### src/svic_map.svh
// Register offsets, field positions and reset values of the interrupt controller.
// Assumes an 8-bit special-register bus driven by the core.
`ifndef SVIC_MAP_SVH
`define SVIC_MAP_SVH
`define SVIC_OFS_EN_MAIN 9'h00b
`define SVIC_OFS_PEND_MAIN 9'h00c
`define SVIC_OFS_EN_PWM 9'h00d
`define SVIC_OFS_PEND_PWM 9'h00e
`define SVIC_OFS_CFG 9'h081
`define SVIC_RST_MAIN 8'h00
`define SVIC_RST_PWM 4'h0
`define SVIC_RST_CFG 8'h0f
`define SVIC_BIT_EDGE_A 6
`define SVIC_BIT_EDGE_B 5
`define SVIC_VECTOR 11'h004
`endif

### src/svic_pkg.sv
// Types shared by the interrupt controller.
// Assumes nothing beyond the map header.
package svic_pkg;
  typedef enum logic [1:0] {
    SVIC_IDLE = 2'b00,
    SVIC_SERVICE = 2'b01,
    SVIC_RETURNED = 2'b11
  } svic_state_t;
endpackage

### src/svic_ctrl.sv
// Single-level, single-vector interrupt controller with twelve sources.
// Assumes the core gives an instruction-end strobe and a return strobe, same clock.
`timescale 1ns/1ps
`include "svic_map.svh"

module svic_ctrl #(
  parameter int NUM_MAIN = 8,
  parameter int NUM_PWM = 4
) (
  input wire logic clk,
  input wire logic srst,
  input wire logic [8:0] reg_addr,
  input wire logic reg_wr,
  input wire logic [7:0] reg_wdata,
  output logic [7:0] reg_rdata,
  input wire logic [4:0] main_event,
  input wire logic [3:0] pwm_event,
  input wire logic ext_pin_a,
  input wire logic ext_pin_b,
  input wire logic ext_pin_c,
  input wire logic instr_end,
  input wire logic return_from_irq,
  output logic irq_call,
  output logic [10:0] irq_vector,
  output logic in_service,
  output logic irq_pending,
  output logic wake_idle,
  output logic wake_stop
);

  // Register map is fixed; refuse other source counts at elaboration
  if (NUM_MAIN != 8 || NUM_PWM != 4) begin : g_bad_count
    $error("svic_ctrl serves exactly eight main and four pwm sources");
  end

  // ----------------------------------------------------------------
  // Pin synchronisers and edge detection
  // ----------------------------------------------------------------
  // Pins sampled on clk; stop-mode wake uses the raw pin levels instead.
  logic [2:0] pin_s1_q, pin_s1_d;
  logic [2:0] pin_s2_q, pin_s2_d;
  logic [2:0] pin_s3_q, pin_s3_d;
  logic [7:0] en_main_q, en_main_d;
  logic [7:0] pend_main_q, pend_main_d;
  logic [3:0] en_pwm_q, en_pwm_d;
  logic [3:0] pend_pwm_q, pend_pwm_d;
  logic [7:0] cfg_q, cfg_d;
  logic [7:0] set_main;
  logic [2:0] rise, fall;
  logic [2:0] pin_arm_q, pin_arm_d;

  always_comb begin
    pin_s1_d = {ext_pin_c, ext_pin_b, ext_pin_a};
    pin_s2_d = pin_s1_q;
    pin_s3_d = pin_s2_q;
    rise = pin_s2_q & ~pin_s3_q;
    fall = ~pin_s2_q & pin_s3_q;
    pin_arm_d = 3'h7;
  end

  // ----------------------------------------------------------------
  // Pending flags and enables
  // ----------------------------------------------------------------
  function automatic logic hit(input logic [8:0] a, input logic [8:0] ofs);
    hit = (a == ofs);
  endfunction

  always_comb begin
    // Conversion, timebase, timer b, timer a and wake timer events
    // event mapping
    set_main[7:3] = main_event;
    set_main[2] = fall[2] & pin_arm_q[2];
    set_main[1] = (cfg_q[`SVIC_BIT_EDGE_B] ? rise[1] : fall[1]) & pin_arm_q[1];
    set_main[0] = (cfg_q[`SVIC_BIT_EDGE_A] ? rise[0] : fall[0]) & pin_arm_q[0];
    en_main_d = en_main_q;
    en_pwm_d = en_pwm_q;
    cfg_d = cfg_q;
    pend_main_d = pend_main_q;
    pend_pwm_d = pend_pwm_q;
    if (reg_wr && hit(reg_addr, `SVIC_OFS_EN_MAIN)) begin
      en_main_d = reg_wdata;
    end
    if (reg_wr && hit(reg_addr, `SVIC_OFS_EN_PWM)) begin
      en_pwm_d = reg_wdata[3:0];
    end
    if (reg_wr && hit(reg_addr, `SVIC_OFS_CFG)) begin
      cfg_d = reg_wdata;
    end
    if (reg_wr && hit(reg_addr, `SVIC_OFS_PEND_MAIN)) begin
      pend_main_d = pend_main_q & reg_wdata;
    end
    if (reg_wr && hit(reg_addr, `SVIC_OFS_PEND_PWM)) begin
      pend_pwm_d = pend_pwm_q & reg_wdata[3:0];
    end
    // set ignores enable, wins over clear
    pend_main_d = pend_main_d | set_main;
    pend_pwm_d = pend_pwm_d | pwm_event;
  end

  always_comb begin
    unique case (reg_addr)
      `SVIC_OFS_EN_MAIN: reg_rdata = en_main_q;
      `SVIC_OFS_PEND_MAIN: reg_rdata = pend_main_q;
      `SVIC_OFS_EN_PWM: reg_rdata = {4'h0, en_pwm_q};
      `SVIC_OFS_PEND_PWM: reg_rdata = {4'h0, pend_pwm_q};
      `SVIC_OFS_CFG: reg_rdata = cfg_q;
      default: reg_rdata = 8'h00;
    endcase
  end

  // ----------------------------------------------------------------
  // Acceptance and in-service sequencing
  // ----------------------------------------------------------------
  svic_pkg::svic_state_t st_q, st_d;
  logic call_q, call_d;
  logic req;

  always_comb begin
    req = |(pend_main_q & en_main_q) | |(pend_pwm_q & en_pwm_q);
    st_d = st_q;
    call_d = 1'b0;
    unique case (st_q)
      svic_pkg::SVIC_IDLE: begin
        if (req && instr_end) begin
          st_d = svic_pkg::SVIC_SERVICE;
          call_d = 1'b1;
        end
      end
      svic_pkg::SVIC_SERVICE: begin
        if (return_from_irq && instr_end) begin
          st_d = svic_pkg::SVIC_RETURNED;
        end
      end
      svic_pkg::SVIC_RETURNED: begin
        if (instr_end) begin
          st_d = svic_pkg::SVIC_IDLE;
        end
      end
      default: st_d = svic_pkg::SVIC_IDLE;
    endcase
  end

  always_ff @(posedge clk) begin
    if (srst) begin
      pin_s1_q <= 3'h7;
      pin_s2_q <= 3'h7;
      pin_s3_q <= 3'h7;
      pin_arm_q <= 3'h0;
      en_main_q <= `SVIC_RST_MAIN;
      pend_main_q <= `SVIC_RST_MAIN;
      en_pwm_q <= `SVIC_RST_PWM;
      pend_pwm_q <= `SVIC_RST_PWM;
      cfg_q <= `SVIC_RST_CFG;
      st_q <= svic_pkg::SVIC_IDLE;
      call_q <= 1'b0;
    end else begin
      pin_s1_q <= pin_s1_d;
      pin_s2_q <= pin_s2_d;
      pin_s3_q <= pin_s3_d;
      pin_arm_q <= pin_arm_d;
      en_main_q <= en_main_d;
      pend_main_q <= pend_main_d;
      en_pwm_q <= en_pwm_d;
      pend_pwm_q <= pend_pwm_d;
      cfg_q <= cfg_d;
      st_q <= st_d;
      call_q <= call_d;
    end
  end

  always_comb begin
    irq_call = call_q;
    irq_vector = `SVIC_VECTOR;
    in_service = (st_q != svic_pkg::SVIC_IDLE);
    irq_pending = req;
    // any enabled request wakes from idle
    wake_idle = req;
    // clockless pin wake for stop mode
    wake_stop = (en_main_q[2] & ~ext_pin_c)
      | (en_main_q[1] & (cfg_q[`SVIC_BIT_EDGE_B] ~^ ext_pin_b))
      | (en_main_q[0] & (cfg_q[`SVIC_BIT_EDGE_A] ~^ ext_pin_a));
  end
endmodule // svic_ctrl

### config.mk
export PLATFORM = sky130hd
export DESIGN_NAME = svic_ctrl
export DESIGN_NICKNAME = d
export VERILOG_FILES = /design/src/svic_pkg.sv /design/src/svic_ctrl.sv
export VERILOG_INCLUDE_DIRS = /design/src /design/src/src
export SDC_FILE = /design/constraint.sdc
export NUM_CORES = 1
export LEC_CHECK = 0
export BUFFER_PORTS_ARGS = -buffer_cell sky130_fd_sc_hd__buf_2
export CELL_PAD_IN_SITES_DETAIL_PLACEMENT = 0
export CELL_PAD_IN_SITES_GLOBAL_PLACEMENT = 2
export CORE_MARGIN = 2
export CORE_UTILIZATION = 30
export DETAILED_ROUTE_END_ITERATION = 10
export PLACE_DENSITY_LB_ADDON = 0.1
export SETUP_SLACK_MARGIN = 0.5
export SYNTH_ARGS = -nofsm -noshare
export SYNTH_HDL_FRONTEND = slang
export SYNTH_SLANG_ARGS = --single-unit
### constraint.sdc
create_clock -name clk -period 2.5 [get_ports clk]
set_input_delay 0.25 -clock clk [delete_from_list [all_inputs] [get_ports clk]]
set_output_delay 0.25 -clock clk [all_outputs]
set_load 0.1 [all_outputs]
==> flow_summary.toml, run 1 <==
[timing]
period_minus_slack_ns = 1.95
worst_pin_slew_ns = 0.861
slew_headroom = 0.426
hold_viol_final = 0
worst_clock_skew_ns = 0.00870
tns_ns = 0
fin_ws_ns = 0.551
setup_violations = 0
hold_ws_ns = 0.154
slew_viol_final = 0
clock.fmax_ghz = 0.513
rsz0062_at_grt = "true"
min_period_over_period = 0.780

[routing]
drtPass1Iterations = 4
drtIter0Drc = 65
wl_mm = 5.85
ant_nets = 0
vias = 1837
drc = 0
wl_per_cell_microns = 15.2
viasPerCell = 4.76

[clocking]
cts-root-buf = "clkbuf_8"
h-tree-depth = 2
cts.path.max_buffers = 2
cts.sinks = 45
cts_buffers = 5
cts_tree = "yes"
clk_pin_slew_worst_paths_ns = 0.09
clock_latency_ns = 0.30
hold_buffers = 0

[setup_path]
r2r_cells = 4
crit_end = "reg_rdata[0]"
reg2reg_slack_ns = 1.18
critical_path_class = "in -> out"
cp.required_ns = 2.25
reg2reg_to = "st_q[0]$_SDFFE_PP0P_"
cp-end-kind = "output port"
startpoint_type = "input pin"
worst_ep_arrival_time_ns = 1.70
critPathMaxFanout = 5
critPathLaunch = "reg_addr[6]"
reg2reg_from = "en_main_q[1]$_SDFFE_PP0P_"

[power]
finalPower_w = 0.00150
leakage_nw = 1.13
p_per_area_nw_per_um2 = 537
max-vdd-ir-drop_v = 0.000314

[die]
rows = 30
core-area_sq_um = 6870
die_w_microns = 88.9
start_util = 0.315
ios = 58
die_h_microns = 88.9
die-area_sq_um = 7900

[global_route]
grt_pass1_wl_mm = 9.27
grt_start_max_net_pins = 50
antenna_found_initial = 0
overflow = 0
grt_pass1_vias = 1748
track_usage = 0.157

[run]
max_cap_violations = 0

[placement]
hpwlAfterDp_mm = 4.25
pre_cts_slack_ns = 0.274
portBuffers = 46
gp_congestion = 0.747

[logic_synthesis]
synth_edf_count = 0
synthAdderAreaFrac = 0
avgSynthCellArea_sq_um = 8.97
synth-main-ff-cell = "dfxtp_1"
synth_top_area_frac = 0.417
synth_top_area_cell = "dfxtp_1"
synth_top_family_by_area = "simple AND/OR/NAND/NOR gates"
synth_xor_area_frac = 0.00810
yosysMostFrequentCell = "dfxtp_1"
yosys-mux-area-fraction = 0.0978
synth-simple-area-share = 0.227
synthArstFlopShare = 0
synth_cells = 241
yosysSeqAreaShare = 0.417
syn_area_sq_um = 2160
synth_compound_area_frac = 0.161
synth_common_cells = "dfxtp_1 (45), nor2_1 (35), mux2i_1 (20)"
netlist_top_cells_area = "dfxtp_1 (42%), mux2i_1 (9.3%), nor2_1 (6.1%)"
synth_warnings = 0
synth_cell_types = 38
ys_ff_latch = 45

[final_layout]
seq_area_sq_um = 901
fin_nets = 323
num-fill-cells = 714
drive_gt1_frac = 0.314
antennaDiodeCount = 0
synthToLayoutAreaGrowth_pct = 29.4
multi_input_area_sq_um = 1220

[status]
outcome = "complete, no violations"

[hold_path]
hold_path_class = "in -> reg"
-- area by class of cell --
type / instances / share of cell area
Inverter: 8 / 0.0107
Clock inverter: 2 / 0.0139
Tap cell: 96 / 0.0429
Multi-Input combinational cell: 175 / 0.436
Timing Repair Buffer: 54 / 0.148
Clock buffer: 6 / 0.0259
Sequential cell: 45 / 0.322
-- critical path, cell delays in order --
cell     delay (ns)
buf_2          0.11
or3_4          0.43
or3_4          0.44
nor2_1         0.16
a221o_4        0.14
buf_12         0.17
-- per-stage QoR --
stage,utilization,cells,instance area (sq um)
detailed placement,0.383,375,2630
CTS,0.402,384,2760
floorplan,-,250,2280
global placement,0.383,375,2630
finish,0.407,386,2800
global route,0.407,386,2800
-- per-layer routing --
layer,up-vias,GRT usage,share of wire
met5,-,0,0
met4,0,0.0413,0.0062
met3,5,0.0314,0.047
met2,41,0.250,0.47
met1,851,0.218,0.48
li1,940,-,-
-- kinds of logic after synthesis --
family | count (synthesis)
other cells | 2
simple gates | 91
xor+xnor | 2
mux | 21
buf+inv | 31
compound gates | 49
flops | 45
-- cell usage in the layout, fill, tap and decap left out, types with 2 or more instances in the layout --
cell	count
nand2_1	11
a221o_4	2
nor3_1	8
a21oi_1	13
or3_4	3
clkbuf_8	5
o21ai_0	2
xnor2_1	2
mux2i_1	20
a22oi_1	9
conb_1	11
nand2_4	4
o22ai_2	2
a32oi_1	4
buf_12	8
nor4_4	3
o41ai_1	7
a211oi_1	5
a2bb2oi_1	2
nand2b_1	3
or2_2	10
nor3b_1	2
buf_2	38
nor2_1	34
dfxtp_1	45
nand3b_1	2
and3b_1	2
buf_4	7
inv_1	8
-- registers in the layout (all words and copies together), names as in the netlist --
signal	count
pend_pwm_q	4
en_pwm_q	4
pin_s1_q	3
pin_s2_q	3
pin_arm_q	1
en_main_q	8
pin_s3_q	3
irq_call	1
cfg_q	8
pend_main_q	8
st_q	2
-- worst min path at each step --
stage                                start                      to  cells past startpoint
floorplan                        ext_pin_a  pin_s1_q[0]$_SDFF_PP1_                      1
global placement    pin_s1_q[1]$_SDFF_PP1_  pin_s2_q[1]$_SDFF_PP1_                      1
detailed placement  pin_s1_q[2]$_SDFF_PP1_  pin_s2_q[2]$_SDFF_PP1_                      1
CTS                              ext_pin_b  pin_s1_q[1]$_SDFF_PP1_                      2
global route                     ext_pin_c  pin_s1_q[2]$_SDFF_PP1_                      2
finish                           ext_pin_c  pin_s1_q[2]$_SDFF_PP1_                      2
-- repair_timing --
item | 4_1_cts | 5_1_grt
buffers inserted | 1 | 1
gates resized for setup | 2 | 5
pin swaps | 1 | 1
setup endpoints to repair | 6 | 7
gates cloned | 0 | 1
-- where the power goes --
group	total (W)	switching, W	internal [W]
logic	0.000200	0.000147	0.0000537
clock network	0.000555	0.000255	0.000300
registers	0.000748	0.0000130	0.000735
No activity file was read; power rests on OpenSTA's default activity.
==> run 2: changes to the inputs <==
==> constraint.sdc (replaced) <==
create_clock -name clk -period 2 [get_ports clk]
set_input_delay 0.2 -clock clk [delete_from_list [all_inputs] [get_ports clk]]
set_output_delay 0.2 -clock clk [all_outputs]
set_load 0.1 [all_outputs]
==> run 2 against run 1 <==
Compared with the run above:
- worst setup slack worse by 0.35 ns
- via count is 4.5% higher
- wire length up 5.3%
- count of clock-buffer cells in the layout shrank 1
- critical path depth unchanged
- hold slack worse by 0.031 ns
- non-clock buffer count rose by 15
- clock power decreased by 7.9%
- global-route usage rose by 0.37 points
==> flow_summary.toml, run 2 (same netlist as run 1, synthesis figures left out) <==
[status]
outcome = "complete, no violations"

[final_layout]
fin_nets = 337
synthToLayoutAreaGrowth_pct = 46.9
mostFrequentLayoutCells = "dfxtp_1 (39), nor2_1 (33), buf_2 (32), mux2i_1 (20), buf_4 (18)"
antennaDiodeCount = 0
layout_commonest_cell = "dfxtp_1"
final_util = 0.462
top_regs = "cfg_q x8, en_main_q x8, pend_main_q x8"
drive_gt1_frac = 0.474

[routing]
drc = 0
wl_mm = 6.16
ant_nets = 0
viasPerCell = 4.82
drtPass1Iterations = 4
wl_per_cell_microns = 15.5
drtIter0Drc = 67
vias = 1920

[die]
ios = 58
start_util = 0.315
rows = 30
core-area_sq_um = 6870
die_h_microns = 88.9
die_w_microns = 88.9
die-area_sq_um = 7900

[hold_path]
hold_path_class = "in -> reg"

[timing]
rsz0062_at_grt = "true"
slew_headroom = 0.635
worst_pin_slew_ns = 0.547
setup_violations = 0
period_minus_slack_ns = 1.79
tns_ns = 0
worst_clock_skew_ns = 0.00289
clock.fmax_ghz = 0.557
min_period_over_period = 0.897
hold_viol_final = 0
slew_viol_final = 0

[setup_path]
cp_slowest_cell = "or3_4"
crit_family = "simple AND/OR/NAND/NOR gates"
critPathMaxFanout = 6
worstPathCellList = "buf_6 > or3_4 > or3_4 > buf_6 > o22ai_4 > buf_12"
slowest_delay_ns = 0.43
cp-end-kind = "output port"
crit_buf_inv = 3
startpoint_type = "input pin"
critical_path_class = "in -> out"
cp.required_ns = 1.80
worst_ep_arrival_time_ns = 1.59

[global_route]
grt_pass1_vias = 1854
track_usage = 0.161
grt_pass1_wl_mm = 9.60
overflow = 0
grt_start_max_net_pins = 50
antenna_found_initial = 0

[power]
power_frac_seq = 0.540
swShare = 0.289
p_clk_frac = 0.294
max-vdd-ir-drop_v = 0.000328
p_switching_w = 0.000501
leakage_nw = 1.29
power.internal_w = 0.00124
p_per_area_nw_per_um2 = 547
p_comb_frac = 0.166

[clocking]
cts_tree = "yes"
cts.path.max_buffers = 2
cts_buffers = 5
h-tree-depth = 2
clk_pin_slew_worst_paths_ns = 0.08
clock_latency_ns = 0.28
cts-root-buf = "clkbuf_8"
cts.sinks = 45

[placement]
hpwlAfterDp_mm = 4.37
gp_congestion = 0.756
portBuffers = 46

[run]
max_cap_violations = 0
## run 2: cell types whose count changed in the layout (fill, tap and decap cells not counted), sizes merged
cell / previous run / this run
buf: 54 / 68
bufinv: 1 / 0
clkinvlp: 0 / 1
inv: 8 / 7
or3: 4 / 3
## run 2: final cells by class
| class | count | area, sq um |
|---|---|---|
| Inverter | 8 | 33.8 |
| Tap cell | 96 | 120 |
| Clock buffer | 5 | 68.8 |
| Multi-Input combinational cell | 174 | 1440 |
| Sequential cell | 45 | 911 |
| Clock inverter | 1 | 5.00 |
| Fill cell | 710 | 3690 |
| Timing Repair Buffer | 69 | 597 |
## run 2: worst reg2reg max path: cells and delay by family, from the launching register on
family | cells | cell delay, ns
AND/OR/NAND/NOR | 1 | 0.10
AO/OA/AOI/OAI | 3 | 0.57
flip-flops | 1 | 0.34
buffers and inverters | 2 | 0.27
## run 2: final timing paths
path	start	endpoint	slack (ns)	cells past startpoint
hold / removal	ext_pin_b	pin_s1_q[1]$_SDFF_PP1_	0.12	2
setup reg to reg	pend_main_q[1]$_SDFF_PP0_	st_q[0]$_SDFFE_PP0P_	0.58	6
setup / recovery	reg_addr[5]	reg_rdata[3]	0.21	6
hold reg to reg	pin_s1_q[0]$_SDFF_PP1_	pin_s2_q[0]$_SDFF_PP1_	0.41	1
## run 2: stage by stage
stage	instance area, sq um	hold WS, ns	worst slack (ns)	total power (W)	std cells
2_1_floorplan	2350	0.307	0.0466	0.00115	250
3_3_place_gp	2730	0.392	0.148	0.00121	380
3_5_place_dp	2730	0.393	0.112	0.00121	380
4_1_cts	3010	0.113	0.163	0.00175	393
5_1_grt	3180	0.125	0.160	0.00182	398
6_report	3180	0.123	0.205	0.00174	398
## run 2: power by group through the flow
| stage | sequential, W | combinational [W] | clock, W |
|---|---|---|---|
| after floorplan | 0.000951 | 0.000197 | 0 |
| after global placement | 0.000957 | 0.000252 | 0 |
| after detailed placement | 0.000957 | 0.000252 | 0 |
| after CTS | 0.000938 | 0.000268 | 0.000546 |
| after global routing | 0.000940 | 0.000309 | 0.000573 |
| final | 0.000938 | 0.000289 | 0.000511 |
## run 2: routing by layer
metal  global-route usage  wire [microns]  share of wire  up-vias
li1                     -               -              -      968
met2                0.263            2930           0.48       44
met3               0.0277             255          0.041        4
met4               0.0427              55         0.0089        0
met1                0.220            2920           0.47      904
met5                    0               0              0        -
## run 2: repair_timing
action | CTS | global route
endpoints found under the hold margin | 0 | 0
hold buffers | 0 | 0
pin swaps | 15 | 10
setup buffers | 7 | 5
setup endpoints to repair | 17 | 37
resized for setup | 38 | 25
==> run 3: changes to the inputs <==
--- a/config.mk
+++ b/config.mk
@@ -12,8 +12,9 @@
 export CORE_MARGIN = 2
 export CORE_UTILIZATION = 30
 export DETAILED_ROUTE_END_ITERATION = 10
+export GPL_ROUTABILITY_DRIVEN = 0
 export PLACE_DENSITY_LB_ADDON = 0.1
-export SETUP_SLACK_MARGIN = 0.5
+export SETUP_SLACK_MARGIN = 0.1
 export SYNTH_ARGS = -nofsm -noshare
 export SYNTH_HDL_FRONTEND = slang
 export SYNTH_SLANG_ARGS = --single-unit
==> run 3 against run 2 <==
Compared with the run above:
- maximum frequency shrank 3.4%
- sequential cell count is the same
- core utilization shrank 3.7 points
- first-iteration DRC count grew 21%
- cell count shrank 1.3%
- critical path type unchanged
==> flow_summary.toml, run 3 (same netlist as run 1, synthesis figures left out) <==
[final_layout]
synthToLayoutAreaGrowth_pct = 35.2
drive_gt1_frac = 0.340
antennaDiodeCount = 0
top_regs = "cfg_q x8, en_main_q x8, pend_main_q x8"
layout_commonest_cell = "dfxtp_1"
fin_nets = 330
mostFrequentLayoutCells = "dfxtp_1 (45), buf_2 (36), nor2_1 (34), mux2i_1 (20)"
num-fill-cells = 687

[clocking]
cts_buffers = 5
clock_latency_ns = 0.30
clk_pin_slew_worst_paths_ns = 0.08
cts.path.max_buffers = 2
h-tree-depth = 2
cts.sinks = 45
cts-root-buf = "clkbuf_8"
cts_tree = "yes"

[timing]
tns_ns = 0
clock.fmax_ghz = 0.538
slew_viol_final = 0
hold_viol_final = 0
min_period_over_period = 0.929
setup_violations = 0
period_minus_slack_ns = 1.86
worst_clock_skew_ns = 0.00555
fin_ws_ns = 0.143
rsz0062_at_grt = "true"
hold_ws_ns = 0.115

[hold_path]
hold_path_class = "in -> reg"
min_path_cells = 2

[setup_path]
critical_path_class = "in -> out"
worst_ep_arrival_time_ns = 1.66
cp-end-kind = "output port"
startpoint_type = "input pin"
cp.required_ns = 1.80
critPathMaxFanout = 8
r2r_cells = 4

[routing]
wl_per_cell_microns = 15.1
drtIter0Drc = 81
drtPass1Iterations = 4
viasPerCell = 4.90
vias = 1926
wl_mm = 5.95
drc = 0
ant_nets = 0

[placement]
portBuffers = 46
pre_cts_slack_ns = 0.0823
hpwlAfterDp_mm = 4.35

[die]
rows = 30
core-area_sq_um = 6870
die_w_microns = 88.9
start_util = 0.315
die_h_microns = 88.9
die-area_sq_um = 7900
ios = 58

[global_route]
grt_pass1_wl_mm = 9.59
grt_start_max_net_pins = 50
antenna_found_initial = 0
track_usage = 0.162
overflow = 0
grt_pass1_vias = 1799

[power]
p_per_area_nw_per_um2 = 660
leakage_nw = 1.18
finalPower_w = 0.00193
max-vdd-ir-drop_v = 0.000292

[run]
max_cap_violations = 0

[status]
outcome = "complete, no violations"
## run 3: changes by cell type in the layout (fill, tap and decap cells not counted), sizes merged
| cell | change |
|---|---|
| clkinv | -1 |
| bufinv | +1 |
| buf | -6 |
| inv | +1 |
## run 3: through the flow
step / utilization / cells / cell area [sq um]
global route: 0.426 / 393 / 2920
global placement: 0.392 / 378 / 2690
detailed placement: 0.392 / 378 / 2690
floorplan: - / 250 / 2310
finish: 0.426 / 393 / 2920
CTS: 0.421 / 392 / 2890
## run 3: path summary, 6_finish.rpt
path	start	slack (ns)	end
worst min-delay path	ext_pin_c	0.12	pin_s1_q[2]$_SDFF_PP1_
worst max-delay path	reg_addr[5]	0.14	reg_rdata[2]
worst max register to register	pend_main_q[4]$_SDFF_PP0_	0.71	st_q[0]$_SDFFE_PP0P_
worst min register to register	pin_s1_q[1]$_SDFF_PP1_	0.41	pin_s2_q[1]$_SDFF_PP1_
## run 3: report_power, final
group	internal, W	switching, W
Sequential	0.000919	0.0000174
Clock	0.000407	0.000325
Combinational	0.0000743	0.000187
## run 3: critical path, cell delays in order
cell and delay (ns):
buf_2 0.09, or3_4 0.43, or3_4 0.44, buf_12 0.15
o22ai_4 0.13, buf_12 0.19
## run 3: layout make-up
cell class                 count  area [sq um]  share of cell area
clock buffer                   6          82.6              0.0282
sequential                    45           901               0.308
timing repair buffer          62           519               0.178
inverter                       8          30.0              0.0103
clock inverter                 2          37.5              0.0128
multi-input combinational    174          1230               0.422
tap                           96           120              0.0411
## run 3: per-layer routing
metal | track usage | share of wire | vias up
met1 | 0.221 | 0.47 | 914
met3 | 0.0416 | 0.054 | 6
met4 | 0.0496 | 0.012 | 0
met5 | 0 | 0 | -
li1 | - | - | 950
met2 | 0.254 | 0.47 | 56
## run 3: what timing repair did
| item | 4_1_cts | 5_1_grt |
|---|---|---|
| endpoints found under the hold margin | 0 | 0 |
| setup buffers | 6 | 1 |
| gates resized for setup | 7 | 5 |
| hold buffers | 0 | 0 |
| setup endpoints to repair | 4 | 8 |
| pin swaps | 2 | 5 |
